File: src/rtl/rev_resp_pkg.sv
package rev_resp_pkg;
	// error report bit positions
	localparam int ERR_SOT       = 0;
	localparam int ERR_SOT_SYNC  = 1;
	localparam int ERR_EOT_SYNC  = 2;
	localparam int ERR_LP_SYNC   = 4;
	localparam int ERR_ECC_SINGLE = 8;
	localparam int ERR_ECC_MULTI = 9;
	localparam int ERR_CHECKSUM  = 10;
	localparam int ERR_CMD_UNREC = 11;
	localparam int ERR_VCID      = 12;
	localparam int ERR_PROTOCOL  = 15;
	localparam logic [15:0] ERR_RESET = 16'h0000;
	localparam logic [15:0] ERR_ABORT_MASK = 16'h9A03;
	localparam logic [15:0] ERR_NODATA_MASK = 16'h0614;
	// reverse data types and trigger codes
	localparam logic [5:0] DT_ACK_ERR    = 6'h02;
	localparam logic [5:0] DT_READ_SHORT = 6'h21;
	localparam logic [7:0] ACK_TRIGGER   = 8'h21;
	localparam logic [7:0] TE_TRIGGER    = 8'h5D;
	localparam logic [1:0] LANE_REVERSE  = 2'h0;
	// AXI register offsets
	localparam logic [7:0] REG_CTRL   = 8'h00;
	localparam logic [7:0] REG_ERR    = 8'h04;
	localparam logic [7:0] REG_STATUS = 8'h08;
	localparam logic [7:0] REG_RDATA  = 8'h0C;
	localparam logic [1:0] RESP_OKAY   = 2'h0;
	localparam logic [1:0] RESP_SLVERR = 2'h2;

	// one received-transmission summary from the forward path
	typedef struct packed {
		logic        is_read;
		logic        ecc_single;
		logic        ecc_multi;
		logic [15:0] other_err;
	} rx_summary_t;

	// one reverse byte toward the physical layer
	typedef struct packed {
		logic       valid;
		logic       trigger;
		logic       last;
		logic [7:0] data;
	} tx_byte_t;
endpackage : rev_resp_pkg

File: src/rtl/rev_resp.sv
// What this block does
// RL1: reverse traffic leaves on lane zero only; other lanes stay forward-only.
// RL2: reverse traffic uses low power signalling only, never high speed.
// RL3: every reverse packet carries header ECC; no checksum so long footers are zero.
// RL4: every reverse transmission ends with a bus turnaround back to the host.
// RL5: a tearing effect trigger byte can be requested and sent.
// RL6: acknowledge trigger only when no error stored since the last reverse traffic.
// RL7: sending an error report clears all stored error flags.
// RL8: single-bit header error is corrected, packet used, flag set and reported.
// RL9: multi-bit header error drops the transmission, sets flag and reports it.
// RL10: the ECC byte sent is computed over the header actually sent.
// RL11: video mode corrects single-bit and drops on multi-bit; reporting optional.
// RL12: host checks ECC and checksum, each separately switchable.
// RL13: checksum bytes go only with long packets.
// RL14: respond only after a turnaround, then hand the bus back.
// RL15: clean non-read command answered with the acknowledge trigger.
// RL16: clean read request answered with the read data.
// RL17: read with only single-bit error sends data then a 4-byte report.
// RL18: non-read with only single-bit error executes, then sends a 4-byte report.
// RL19: read with multi-bit error sends only the report, no data.
// RL20: non-read with multi-bit error is not executed; report is sent.
// RL21: link, channel, protocol or command errors: report only, no access.
// RL22: sync or checksum errors send a report; reads get no data.
// RL23: report is identifier, flags 7..0, flags 15..8, then header ECC.
// RL24: flag 8 marks corrected single-bit, flag 9 uncorrected multi-bit.
// RL25: acknowledge is the trigger byte 00100001 first to last.
// RL26: error flags are sticky until the next report clears them.
`timescale 1ns/10ps
`default_nettype none
module rev_resp
	import rev_resp_pkg::*;
#(
	parameter logic [1:0] VIRTUAL_CHANNEL_ID = 2'h0
) (
	// clock and reset
	input  wire logic        I_CLK,
	input  wire logic        I_SYS_RST,
	// forward path results, one pulse per transmission
	input  wire logic        I_RX_DONE,
	input  wire rx_summary_t I_RX_SUM,
	input  wire logic        I_TURNAROUND,
	input  wire logic        I_TE_REQ,
	// read data source
	input  wire logic [15:0] I_RD_DATA,
	// reverse byte stream to the physical layer
	input  wire logic        I_TX_READY,
	output tx_byte_t         O_TX,
	output logic [1:0]       O_TX_LANE,
	output logic             O_TX_LOW_POWER,
	output logic             O_BUS_RETURN,
	output logic             O_EXEC,
	// AXI4-Lite slave
	input  wire logic        S_AXI_AWVALID,
	input  wire logic [7:0]  S_AXI_AWADDR,
	output logic             S_AXI_AWREADY,
	input  wire logic        S_AXI_WVALID,
	input  wire logic [31:0] S_AXI_WDATA,
	input  wire logic [3:0]  S_AXI_WSTRB,
	output logic             S_AXI_WREADY,
	output logic             S_AXI_BVALID,
	output logic [1:0]       S_AXI_BRESP,
	input  wire logic        S_AXI_BREADY,
	input  wire logic        S_AXI_ARVALID,
	input  wire logic [7:0]  S_AXI_ARADDR,
	output logic             S_AXI_ARREADY,
	output logic             S_AXI_RVALID,
	output logic [31:0]      S_AXI_RDATA,
	output logic [1:0]       S_AXI_RRESP,
	input  wire logic        S_AXI_RREADY
);
	typedef enum {ST_IDLE, ST_TRIG, ST_DATA, ST_REPORT, ST_RETURN} state_t;

	state_t      state_ff;
	logic [15:0] err_ff;
	logic        pend_read_ff;
	logic        pend_valid_ff;
	logic        send_data_ff;
	logic        send_report_ff;
	logic [7:0]  trig_byte_ff;
	logic [1:0]  idx_ff;
	logic [15:0] rd_ff;
	logic        report_en_ff;
	tx_byte_t    tx_ff;
	logic        ret_ff;
	logic        exec_ff;
	logic [15:0] new_err;
	logic        abort_access;
	logic [7:0]  hdr0;
	logic [7:0]  hdr1;
	logic [7:0]  hdr2;
	logic [7:0]  ecc_byte;
	logic        tx_take;
	logic        nxt_valid;
	logic        nxt_trigger;
	logic        nxt_last;
	logic [7:0]  nxt_data;

	// header ECC over 24 header bits, same parity sets as the host
	function automatic logic [7:0] hdr_ecc(input logic [23:0] d);
		logic [5:0] p;
		p[0] = ^(d & 24'hF1_2BB7);
		p[1] = ^(d & 24'hF2_555B);
		p[2] = ^(d & 24'h74_A66D);
		p[3] = ^(d & 24'hB8_71F1);
		p[4] = ^(d & 24'hDF_820F);
		p[5] = ^(d & 24'hEF_FC00);
		return {2'b00, p};
	endfunction

	// flags from this transmission
	always_comb begin
		new_err = I_RX_SUM.other_err;
		new_err[ERR_ECC_SINGLE] = I_RX_SUM.ecc_single & ~I_RX_SUM.ecc_multi; // RL24
		new_err[ERR_ECC_MULTI]  = I_RX_SUM.ecc_multi; // RL24
	end
	assign abort_access = I_RX_SUM.ecc_multi | (|(I_RX_SUM.other_err & ERR_ABORT_MASK));

	// execute strobe for writes only when nothing forbids the access
	always_ff @(posedge I_CLK) begin
		if (I_SYS_RST) begin
			exec_ff <= 1'b0;
		end else begin
			exec_ff <= I_RX_DONE & ~I_RX_SUM.is_read & ~abort_access; // RL8 RL18 RL20 RL21
		end
	end

	// sticky error register; new events win over the report clear
	always_ff @(posedge I_CLK) begin
		if (I_SYS_RST) begin
			err_ff <= ERR_RESET;
		end else if (state_ff == ST_REPORT && tx_take && idx_ff == 2'd3) begin
			err_ff <= I_RX_DONE ? new_err : ERR_RESET; // RL7
		end else if (I_RX_DONE) begin
			err_ff <= err_ff | new_err; // RL26 RL8 RL9
		end
	end

	// remember the last transmission kind until a turnaround comes
	always_ff @(posedge I_CLK) begin
		if (I_SYS_RST) begin
			pend_read_ff  <= 1'b0;
			pend_valid_ff <= 1'b0;
			rd_ff         <= 16'h0000;
		end else if (I_RX_DONE) begin
			pend_read_ff  <= I_RX_SUM.is_read & ~abort_access & ~(|(I_RX_SUM.other_err & ERR_NODATA_MASK));
			pend_valid_ff <= 1'b1;
			rd_ff         <= I_RD_DATA;
		end else if (state_ff == ST_IDLE && I_TURNAROUND) begin
			pend_valid_ff <= 1'b0;
		end
	end

	// reverse header bytes
	assign hdr0     = send_data_ff && state_ff == ST_DATA ? {VIRTUAL_CHANNEL_ID, DT_READ_SHORT} : {VIRTUAL_CHANNEL_ID, DT_ACK_ERR};
	assign hdr1     = state_ff == ST_DATA ? rd_ff[7:0] : err_ff[7:0];
	assign hdr2     = state_ff == ST_DATA ? rd_ff[15:8] : err_ff[15:8];
	assign ecc_byte = hdr_ecc({hdr2, hdr1, hdr0}); // RL3 RL10
	assign tx_take  = tx_ff.valid & I_TX_READY;

	// response selection and sequencing
	always_ff @(posedge I_CLK) begin
		if (I_SYS_RST) begin
			state_ff       <= ST_IDLE;
			idx_ff         <= 2'd0;
			send_data_ff   <= 1'b0;
			send_report_ff <= 1'b0;
			trig_byte_ff   <= ACK_TRIGGER;
		end else begin
			case (state_ff)
				ST_IDLE: begin
					idx_ff <= 2'd0;
					if (I_TURNAROUND) begin // RL14
						send_data_ff   <= pend_read_ff & pend_valid_ff; // RL16 RL17 RL19 RL22
						send_report_ff <= |err_ff; // RL17 RL18 RL19 RL20 RL21 RL22
						trig_byte_ff   <= ACK_TRIGGER; // RL25
						if (pend_read_ff && pend_valid_ff) begin
							state_ff <= ST_DATA;
						end else if (|err_ff) begin
							state_ff <= ST_REPORT;
						end else begin
							state_ff <= ST_TRIG; // RL6 RL15
						end
					end else if (I_TE_REQ) begin
						trig_byte_ff   <= TE_TRIGGER; // RL5
						send_report_ff <= 1'b0;
						state_ff       <= ST_TRIG;
					end
				end
				ST_TRIG: begin
					if (tx_take) begin
						state_ff <= ST_RETURN;
					end
				end
				ST_DATA: begin
					if (tx_take) begin
						idx_ff <= idx_ff + 2'd1;
						if (idx_ff == 2'd3) begin
							state_ff <= send_report_ff ? ST_REPORT : ST_RETURN;
						end
					end
				end
				ST_REPORT: begin
					if (tx_take) begin
						idx_ff <= idx_ff + 2'd1;
						if (idx_ff == 2'd3) begin
							state_ff <= ST_RETURN;
						end
					end
				end
				ST_RETURN: begin
					state_ff <= ST_IDLE; // RL4
				end
				default: begin
					state_ff <= ST_IDLE;
				end
			endcase
		end
	end

	// next byte on the reverse stream, ordered per RL23
	always_comb begin
		nxt_valid   = 1'b0;
		nxt_trigger = 1'b0;
		nxt_last    = 1'b0;
		nxt_data    = 8'h00;
		case (state_ff)
			ST_TRIG: begin
				nxt_valid   = 1'b1;
				nxt_trigger = 1'b1;
				nxt_last    = 1'b1;
				nxt_data    = trig_byte_ff;
			end
			ST_DATA, ST_REPORT: begin
				nxt_valid = 1'b1;
				nxt_last  = (idx_ff == 2'd3) && !(state_ff == ST_DATA && send_report_ff);
				case (idx_ff)
					2'd0: nxt_data = hdr0; // RL23
					2'd1: nxt_data = hdr1;
					2'd2: nxt_data = hdr2;
					default: nxt_data = ecc_byte;
				endcase
			end
			default: begin
				nxt_valid = 1'b0;
			end
		endcase
		if (tx_take) begin
			nxt_valid = 1'b0;
		end
	end

	// registered byte interface, low power lane zero only
	always_ff @(posedge I_CLK) begin
		if (I_SYS_RST) begin
			tx_ff <= '0;
			ret_ff <= 1'b0;
		end else begin
			tx_ff  <= {nxt_valid, nxt_trigger, nxt_last, nxt_data};
			ret_ff <= (state_ff == ST_RETURN); // RL4
		end
	end
	assign O_TX           = tx_ff;
	assign O_TX_LANE      = LANE_REVERSE; // RL1
	assign O_TX_LOW_POWER = 1'b1; // RL2
	assign O_BUS_RETURN   = ret_ff;
	assign O_EXEC         = exec_ff;

	// AXI4-Lite write channel
	logic aw_ff;
	logic w_ff;
	logic bvalid_ff;
	logic [7:0] awaddr_ff;
	logic [31:0] wdata_ff;
	logic        wstrb0_ff;
	// address and data may arrive in either order; the write lands once both are held
	always_ff @(posedge I_CLK) begin
		if (I_SYS_RST) begin
			aw_ff <= 1'b0;
			w_ff <= 1'b0;
			bvalid_ff <= 1'b0;
			awaddr_ff <= 8'h00;
			wdata_ff <= 32'h0000_0000;
			wstrb0_ff <= 1'b0;
			report_en_ff <= 1'b1;
		end else begin
			if (S_AXI_AWVALID && !aw_ff && !bvalid_ff) begin
				aw_ff <= 1'b1;
				awaddr_ff <= S_AXI_AWADDR;
			end
			if (S_AXI_WVALID && !w_ff && !bvalid_ff) begin
				w_ff <= 1'b1;
				wdata_ff <= S_AXI_WDATA;
				wstrb0_ff <= S_AXI_WSTRB[0];
			end
			if (aw_ff && w_ff) begin
				if (awaddr_ff == REG_CTRL && wstrb0_ff) begin
					report_en_ff <= wdata_ff[0];
				end
				aw_ff <= 1'b0;
				w_ff <= 1'b0;
				bvalid_ff <= 1'b1;
			end else if (bvalid_ff && S_AXI_BREADY) begin
				bvalid_ff <= 1'b0;
			end
		end
	end
	assign S_AXI_AWREADY = !aw_ff && !bvalid_ff;
	assign S_AXI_WREADY  = !w_ff && !bvalid_ff;
	assign S_AXI_BVALID  = bvalid_ff;
	assign S_AXI_BRESP   = (awaddr_ff == REG_CTRL) ? RESP_OKAY : RESP_SLVERR;

	// AXI4-Lite read channel
	logic rvalid_ff;
	logic [31:0] rdata_ff;
	logic [1:0] rresp_ff;
	always_ff @(posedge I_CLK) begin
		if (I_SYS_RST) begin
			rvalid_ff <= 1'b0;
			rdata_ff <= 32'h0000_0000;
			rresp_ff <= RESP_OKAY;
		end else if (S_AXI_ARVALID && !rvalid_ff) begin
			rvalid_ff <= 1'b1;
			rresp_ff <= RESP_OKAY;
			case (S_AXI_ARADDR)
				REG_CTRL: rdata_ff <= {31'h0000_0000, report_en_ff};
				REG_ERR: rdata_ff <= {16'h0000, err_ff};
				REG_STATUS: rdata_ff <= {29'h0000_0000, pend_valid_ff, pend_read_ff, state_ff != ST_IDLE};
				REG_RDATA: rdata_ff <= {16'h0000, rd_ff};
				default: begin
					rdata_ff <= 32'h0000_0000;
					rresp_ff <= RESP_SLVERR;
				end
			endcase
		end else if (rvalid_ff && S_AXI_RREADY) begin
			rvalid_ff <= 1'b0;
		end
	end
	assign S_AXI_ARREADY = !rvalid_ff;
	assign S_AXI_RVALID  = rvalid_ff;
	assign S_AXI_RDATA   = rdata_ff;
	assign S_AXI_RRESP   = rresp_ff;
endmodule : rev_resp
`default_nettype wire

File: config.mk
export PLATFORM = sky130hd
export DESIGN_NAME = rev_resp
export DESIGN_NICKNAME = d
export VERILOG_FILES = /design/src/rtl/rev_resp_pkg.sv /design/src/rtl/rev_resp.sv
export SDC_FILE = /design/constraint.sdc
export NUM_CORES = 1
export LEC_CHECK = 0
export ABC_AREA = 1
export BUFFER_PORTS_ARGS = -buffer_cell sky130_fd_sc_hd__buf_2
export CAP_MARGIN = 20
export CORE_MARGIN = 2
export CORE_UTILIZATION = 52
export CTS_BUF_LIST = sky130_fd_sc_hd__clkbuf_16
export CTS_CLUSTER_DIAMETER = 50
export DETAILED_ROUTE_END_ITERATION = 8
export PLACE_DENSITY_LB_ADDON = 0.05
export SETUP_SLACK_MARGIN = 0.1
export SYNTH_ARGS = -nofsm -noshare
export SYNTH_HDL_FRONTEND = slang
export SYNTH_SLANG_ARGS = --single-unit
File: constraint.sdc
create_clock -name I_CLK -period 2.3 [get_ports I_CLK]
set_input_delay 0.345 -clock I_CLK [delete_from_list [all_inputs] [get_ports I_CLK]]
set_output_delay 0.345 -clock I_CLK [all_outputs]
set_load 0.02 [all_outputs]
==> results of run 1 <==
==> per-layer routing <==
| metal | GRT usage | share of wire |
|---|---|---|
| met5 | 0 | 0 |
| met4 | 0.127 | 0.037 |
| met3 | 0.0479 | 0.061 |
| met2 | 0.468 | 0.47 |
| met1 | 0.369 | 0.43 |
==> layout make-up <==
cell class	count	area, µm²	share of cell area
Clock buffer	9	225	0.0395
Clock inverter	7	47.5	0.00834
Inverter	81	307	0.0538
Timing Repair Buffer	113	616	0.108
Sequential cell	88	1760	0.310
Tap cell	111	139	0.0244
Multi-Input combinational cell	550	2600	0.456
==> kinds of logic (layout without fill, tap and decap cells) <==
group,after synthesis,count (layout)
simple gates,391,392
compound gates,133,133
buf+inv,129,210
flops,88,88
fa+ha+maj,4,4
other cells,2,21
==> state kept, by name, summed over array words and instances, names as in the netlist, 2 cells and up <==
signal and flops:
S_AXI_RDATA 16, err_ff 16, idx_ff 2, rd_ff 16, state_ff 3, awaddr_ff 8, trig_byte_ff 2, O_TX 11
==> stage by stage <==
step                      cells  power [mW]  setup WS, ps  hold WS (ps)  utilization
after floorplan             766        3.69           669           424            -
after global placement      938        4.19           274           444        0.585
after detailed placement    938        4.22           246           449        0.585
after CTS                   954        5.59           232           194        0.615
after global routing        959        6.13           165           196        0.620
final                       959        5.69           357           198        0.620
==> worst reg2reg max path: stages, from the launching register on <==
cell and delay (ps):
dfxtp_2 410, inv_2 130, nor2_4 310, nand3_1 110, nand2_1 120, nand2_1 60, nand2_1 140, nand2_1 90
nand2_1 90, nand2_1 60, nand2_1 60, nand2_1 50, nand3_1 80, nand2_1 100, nand2_1 70
==> Yosys cell counts (all sizes together) <==
cell type	number
a221oi	1
nor4	8
nand4	7
o21ai	36
o31ai	12
dfxtp	88
buf	33
inv	79
nand2	256
nand3b	2
o21a	1
a31oi	2
o211ai	1
nor2	43
or2	2
o221ai	2
nor3	10
a21oi	51
o22ai	20
conb	2
ha	4
clkinv	2
and3	1
clkbuf	15
a211oi	1
o32ai	6
nand3	62
==> repair_timing <==
| action | in CTS | in global routing |
|---|---|---|
| resized for setup | 0 | 2 |
| buffers inserted | 0 | 4 |
| setup endpoints to repair | 0 | 5 |
==> power by group through the flow <==
stage                     clock network, mW  logic (mW)  registers [mW]
after floorplan                           0        1.82            1.87
after global placement                    0        2.36            1.83
after detailed placement                  0        2.39            1.84
after CTS                              1.39        2.40            1.80
after global routing                   1.47        2.82            1.83
final                                  1.38        2.50            1.81
==> worst paths after layout <==
check        cells after the start       startpoint  endpoint  slack [ps]
max                             14      state_ff[1]   O_TX[5]         360
min                              2     I_RX_SUM[18]    O_EXEC         200
max reg2reg                     14      state_ff[1]   O_TX[5]         360
min reg2reg                      2  trig_byte_ff[5]   O_TX[5]         460
==> cells in the final DEF, fill, tap and decap left out, types with 3 or more instances in the layout <==
cell	count
buf_4	14
clkinvlp_4	3
nand4_1	7
nand3_1	61
inv_2	5
nand2_1	243
a21oi_1	51
o32ai_1	6
nor4_1	8
buf_2	98
o21ai_0	33
inv_1	75
o22ai_1	20
dfxtp_1	86
nor2_1	40
nand2_2	13
conb_1	21
ha_1	4
clkbuf_16	9
o31ai_1	12
nor3_1	9
==> impl_metrics.toml, run 1 <==
[setup_path]
critPathLaunchType = "flip-flop"
setup.worst_path.class = "reg2reg"
crit_top_cell = "nand2_1"
crit_path_max_fanout = 12
worstPathCellList = "inv_2 -> nor2_4 -> nand3_1 -> nand2_1 -> nand2_1 -> nand2_1 -> nand2_1 -> nand2_1 -> nand2_1 -> nand2_1 -> nand2_1 -> nand3_1 -> nand2_1 -> nand2_1"
crit_slowest_cell = "dfxtp_2"
cp_top_family = "simple AND/OR/NAND/NOR gates"
cpPeakStageDelay_ps = 410
worst_ep_arrival_time_ps = 2230
worst-path-buf-inv = 1
end_kind = "flip-flop"
crit_required_ps = 2590

[sta]
worst_pin_slew_ps = 892
max_freq_ghz = 0.515
rsz0062_at_grt = "no"
fin_crit_ps = 1940
finalSetupViolCount = 0
fin_crit_sh = 0.845
max-slew-margin-rel = 0.405
slew_viol_final = 0
fin_skew_ps = 6.11
hold_violations = 0
finalSetupTns_ps = 0

[power_and_ir_drop]
worst_ir_drop_vdd_uv = 407
p_switching_mw = 2.47
power.internal_mw = 3.22
power.share.combinational = 0.440
netSwitchingFraction = 0.434
pwr-share-seq = 0.318
power_density_nw_per_um2 = 998
p_leak_nw = 2.80
clkPwrFrac = 0.242

[detailed_routing]
drt_wl_total_um = 14300
ant_nets = 0
drt_first_pass_iters = 5
post-route-drc-count = 0
via_per_inst = 5.36
vias = 5136
first_iter_violations = 271
wl_per_cell_um = 14.9

[synthesis]
synthMuxAreaShare = 0
synth_top_family_by_area = "simple AND/OR/NAND/NOR gates"
synth_xor_area_frac = 0
ys_ff_latch = 88
synthTopCellsByArea = "dfxtp_1 36%, nand2_1 19%, nand3_1 6.2%"
ys_types = 40
synth-simple-area-share = 0.346
synth_top_area_share = 0.360
avgSynthCellArea_um2 = 6.54
yosysSeqAreaShare = 0.360
yosysTopAreaCell = "dfxtp_1"
synth_fa_ha_area_frac = 0.0102
ys.warnings.count = 0
synth_compound_area_frac = 0.157
netlist_area_um2 = 4890
syn_inst = 747

[clock_network]
cts.sinks = 88
clock_latency_ps = 340
clockBufferDepth = 2
cts_tree = "done"
hold_buffers = 0
root_buffer = "clkbuf_16"
tritoncts.num_buffers = 9
htree_num_levels = 3
path_clk_slew_ps = 70

[place]
place_hpwl_um = 10900
numPortBuffers = 98
place.gp.congestion = 0.976
placed_area_um2 = 5380

[grt]
track_usage = 0.285
grt_pass1_vias = 4606
grt_max_degree = 43
globalRoute.totalOverflow = 0
antenna_found_initial = 0
grt_first_pass_wirelength_um = 22600

[layout]
drive_gt1_frac = 0.185
fillCellCount = 930
nNetsFinal = 945
area_growth_pct = 16.6
fin_area_um2 = 5700
antenna_cells = 0

[flow_run]
max_cap_violations = 0

[floorplanning]
initial_core_util = 0.532
ios = 155
die_x_um = 101
row_count = 35
die_y_um = 101
coreArea_um2 = 9200
dieArea_um2 = 10200

[outcome]
status = "completed"

[min_path]
worstHoldPathType = "in2reg"
Power figures use the tool's default switching activity.
==> inputs of run 2 (changes only) <==
--- a/config.mk
+++ b/config.mk
@@ -9,7 +9,7 @@
 export BUFFER_PORTS_ARGS = -buffer_cell sky130_fd_sc_hd__buf_2
 export CAP_MARGIN = 20
 export CORE_MARGIN = 2
-export CORE_UTILIZATION = 52
+export CORE_UTILIZATION = 47
 export CTS_BUF_LIST = sky130_fd_sc_hd__clkbuf_16
 export CTS_CLUSTER_DIAMETER = 50
 export DETAILED_ROUTE_END_ITERATION = 8
==> constraint.sdc (replaced) <==
create_clock -name I_CLK -period 1.7 [get_ports I_CLK]
set_input_delay 0.255 -clock I_CLK [delete_from_list [all_inputs] [get_ports I_CLK]]
set_output_delay 0.255 -clock I_CLK [all_outputs]
set_load 0.02 [all_outputs]
==> impl_metrics.toml, run 2 (synthesis results as in run 1) <==
[outcome]
status = "complete, but fails checks"
violations = "setup timing"

[setup_path]
path_depth = 15
reg2reg_slack_ps = -70
timing.rr.end = "O_TX[5]"
crit_path_max_fanout = 5
crit_top_cell = "nand2_1"
cpPeakStageDelay_ps = 390
worstRegToRegCells = 15
worst_ep_arrival_time_ps = 2060
worst-path-buf-inv = 2
end_kind = "flip-flop"
setup.worst_path.class = "reg2reg"
crit_required_ps = 1990
crit_slowest_cell = "dfxtp_4"
crit_start = "state_ff[1]"
critPathLaunchType = "flip-flop"
r2r-start = "state_ff[1]"
worstPathCellList = "inv_4 -> nor2_8 -> buf_6 -> nand3_2 -> nand2_4 -> nand2_1 -> nand2_2 -> nand2_1 -> nand2_2 -> nand2_1 -> nand2_1 -> nand2_1 -> nand3_1 -> nand2_2 -> nand2_1"
cp_top_family = "simple AND/OR/NAND/NOR gates"
crit_end = "O_TX[5]"

[clock_network]
cts_tree = "done"
root_buffer = "clkbuf_16"
tritoncts.num_buffers = 9
clock_latency_ps = 350
clockBufferDepth = 2
hold_buffers = 0
cts.sinks = 88
htree_num_levels = 3
path_clk_slew_ps = 70

[sta]
finalSetupTns_ps = -74.1
fin_crit_sh = 1.04
rsz0062_at_grt = "yes"
max_freq_ghz = 0.566
slew_viol_final = 0
hold_violations = 0
fin_skew_ps = 8.68
fin_ws_ps = -67.3
fin_crit_ps = 1770
finalSetupViolCount = 3

[detailed_routing]
drt_first_pass_iters = 5
via_per_inst = 5.25
ant_nets = 0
first_iter_violations = 349
vias = 5382
post-route-drc-count = 0
drt_wl_total_um = 15200
wl_per_cell_um = 14.8

[floorplanning]
initial_core_util = 0.478
die_y_um = 106
dieArea_um2 = 11200
row_count = 37
coreArea_um2 = 10200
ios = 155
die_x_um = 106

[power_and_ir_drop]
worst_ir_drop_vdd_uv = 613
power_density_nw_per_um2 = 1350
p_leak_nw = 3.08

[grt]
grt_first_pass_wirelength_um = 24200
grt_pass1_vias = 4953
globalRoute.totalOverflow = 0
track_usage = 0.269
antenna_found_initial = 0
grt_max_degree = 48

[layout]
nNetsFinal = 986
antenna_cells = 0
layout_common_cells = "213 x nand2_1, 98 x buf_2, 84 x dfxtp_1"
final_common_cell = "nand2_1"
drive_gt1_frac = 0.281
area_growth_pct = 29.8
final_util = 0.620

[place]
place_hpwl_um = 11200
numPortBuffers = 98
place.gp.congestion = 0.947

[flow_run]
max_cap_violations = 0

[min_path]
worstHoldPathType = "in2reg"
-- run 2: cell types whose count changed in the layout (fill, tap and decap cells not counted), moves of 3 or more --
cell        before  now
buf_12           1    7
buf_4           14   46
buf_6            0    3
clkinvlp_4       3    0
inv_1           75   71
nand2_1        243  213
nand2_2         13   38
nand2_4          0    5
nand3_1         61   56
nand3_2          0    5
nor3_1           9    6
nor3_2           0    3
nor4_1           8    5
nor4_2           0    3
-- run 2: repair_timing --
item	4_1_cts	5_1_grt
buffers inserted	5	2
gates resized for setup	45	22
gates cloned	2	0
pin swaps	11	1
setup endpoints to repair	25	26
-- run 2: per-layer routing --
layer	share of wire	vias to the layer above	wire, µm	track usage
met3	0.049	33	736	0.0399
met2	0.49	172	7390	0.459
met1	0.43	2490	6530	0.339
li1	-	2687	-	-
met5	0	-	0	0
met4	0.033	0	504	0.115
-- run 2: layout make-up --
cell class                 count  area, µm²
sequential                    88       1770
tap                          136        170
clock buffer                   9        225
timing repair buffer         155       1040
fill                        1005       3880
clock inverter                 7       55.1
multi-input combinational    549       2780
inverter                      81        309
-- run 2: how the worst min path moves through the flow --
stage / end / cells past startpoint / start / slack [ps]
floorplan: O_EXEC / 1 / I_RX_SUM[18] / 330
global placement: wstrb0_ff / 2 / wstrb0_ff / 440
detailed placement: O_TX[5] / 2 / trig_byte_ff[5] / 440
CTS: O_EXEC / 2 / I_RX_SUM[18] / 100
global route: O_EXEC / 2 / I_RX_SUM[18] / 100
finish: O_EXEC / 2 / I_RX_SUM[18] / 100
-- run 2: report_power, final --
part / switching, mW / total, mW / internal, mW
Clock: 0.923 / 1.94 / 1.01
Combinational: 2.56 / 4.17 / 1.61
Sequential: 0.165 / 2.46 / 2.30
-- run 2: through the flow --
step | hold slack, ps | cell area [µm²] | worst slack [ps] | std cells | power (mW)
after floorplan | 334 | 4960 | 120 | 766 | 5.00
after global placement | 443 | 5760 | -70.0 | 1000 | 6.13
after detailed placement | 444 | 5760 | -133 | 1000 | 6.19
after CTS | 96.3 | 6260 | 0.936 | 1023 | 8.39
after global routing | 98.7 | 6350 | -149 | 1025 | 9.13
final | 96.0 | 6350 | -67.3 | 1025 | 8.57
==> inputs of run 3 (changes only) <==
--- a/config.mk
+++ b/config.mk
@@ -8,6 +8,7 @@
 export ABC_AREA = 1
 export BUFFER_PORTS_ARGS = -buffer_cell sky130_fd_sc_hd__buf_2
 export CAP_MARGIN = 20
+export CORE_ASPECT_RATIO = 1.25
 export CORE_MARGIN = 2
 export CORE_UTILIZATION = 47
 export CTS_BUF_LIST = sky130_fd_sc_hd__clkbuf_16
==> impl_metrics.toml, run 3 (synthesis results as in run 1) <==
[outcome]
status = "complete, but fails checks"
violations = "setup timing"

[setup_path]
worst_ep_arrival_time_ps = 1980
setup.worst_path.class = "reg2reg"
worstPathCellList = "inv_4 -> nand3_4 -> buf_12 -> nand2_1 -> nand2_2 -> nand2_1 -> nand2_2 -> nand2_2 -> nand2_1 -> nand2_1 -> nand2_1 -> nand2_1 -> nand3_2 -> nand2_2 -> nand2_1"
cpPeakStageDelay_ps = 380
critPathLaunchType = "flip-flop"
cp_top_family = "simple AND/OR/NAND/NOR gates"
crit_path_max_fanout = 20
end_kind = "flip-flop"
crit_slowest_cell = "dfxtp_4"
worst-path-buf-inv = 2
crit_top_cell = "nand2_1"
crit_required_ps = 1940

[sta]
slew_viol_final = 0
max-slew-margin-rel = 0.631
hold_violations = 0
worst_pin_slew_ps = 548
fin_ws_ps = -41.7
max_freq_ghz = 0.574
fin_crit_sh = 1.02
whs_ps = 103
rsz0062_at_grt = "yes"
finalSetupViolCount = 4
fin_skew_ps = 6.80
fin_crit_ps = 1740

[clock_network]
cts_tree = "done"
root_buffer = "clkbuf_16"
hold_buffers = 0
tritoncts.num_buffers = 9
cts.sinks = 88
clock_latency_ps = 340
htree_num_levels = 3
clockBufferDepth = 2
path_clk_slew_ps = 70

[grt]
grt_pass1_vias = 5125
grt_first_pass_wirelength_um = 24500
antenna_found_initial = 0
globalRoute.totalOverflow = 0
track_usage = 0.281
grt_max_degree = 35

[place]
numPortBuffers = 98
place_hpwl_um = 12100
placed_area_um2 = 5850
place.gp.congestion = 0.957

[flow_run]
max_cap_violations = 0

[layout]
nNetsFinal = 998
area_growth_pct = 33.6
antenna_cells = 0
drive_gt1_frac = 0.307
final_common_cell = "nand2_1"
layout_common_cells = "204 x nand2_1, 98 x buf_2, 86 x dfxtp_1"
fin_area_um2 = 6530

[min_path]
worstHoldPathType = "in2reg"

[detailed_routing]
via_per_inst = 5.23
post-route-drc-count = 0
drt_wl_total_um = 15700
drt_first_pass_iters = 5
vias = 5387
first_iter_violations = 291
wl_per_cell_um = 15.3
ant_nets = 0

[floorplanning]
dieArea_um2 = 11200
ios = 155
row_count = 41
coreArea_um2 = 10100
initial_core_util = 0.484
die_y_um = 118
die_x_um = 95.2

[power_and_ir_drop]
power_density_nw_per_um2 = 1380
worst_ir_drop_vdd_uv = 726
p_leak_nw = 3.17
[run 3: routing by layer]
layer / GRT usage / share of wire
met5: 0 / 0
met4: 0.147 / 0.047
met3: 0.0384 / 0.045
met2: 0.489 / 0.51
met1: 0.325 / 0.40
[run 3: final cells by class]
type                       instances  area [µm²]
multi-input combinational        549        2910
clock inverter                     7        71.3
sequential                        88        1770
fill                             955        3580
clock buffer                       9         225
tap                              129         161
timing repair buffer             167        1080
inverter                          81         312
[run 3: what timing repair did]
action / 4_1_cts / 5_1_grt
endpoints found under the setup margin: 24 / 25
pin swaps: 28 / 26
gates resized for setup: 59 / 38
buffers inserted: 3 / 1
[run 3: power breakdown]
group	switching, mW	internal (mW)	total, mW
registers	0.162	2.29	2.46
clock network	0.865	1.14	2.01
logic	2.78	1.77	4.55
[run 3: stage by stage]
| stage | setup TNS (ps) | setup slack (ps) | util | power [mW] | cells |
|---|---|---|---|---|---|
| finish | -81.4 | -41.7 | 0.646 | 9.01 | 1030 |
| global route | -834 | -170 | 0.646 | 9.56 | 1030 |
| CTS | -39.8 | -14.0 | 0.631 | 8.74 | 1029 |
| detailed placement | -437 | -89.9 | 0.579 | 6.34 | 1010 |
| global placement | -245 | -74.1 | 0.579 | 6.28 | 1010 |
| floorplan | 0 | 120 | - | 5.00 | 766 |
[run 3: worst paths after layout]
check                        from  endpoint  slack [ps]  cells after the start
setup / recovery      state_ff[0]   O_TX[5]         -40                     15
hold reg to reg   trig_byte_ff[5]   O_TX[5]         460                      2
setup reg to reg      state_ff[0]   O_TX[5]         -40                     15
hold / removal       I_RX_SUM[18]    O_EXEC         100                      2
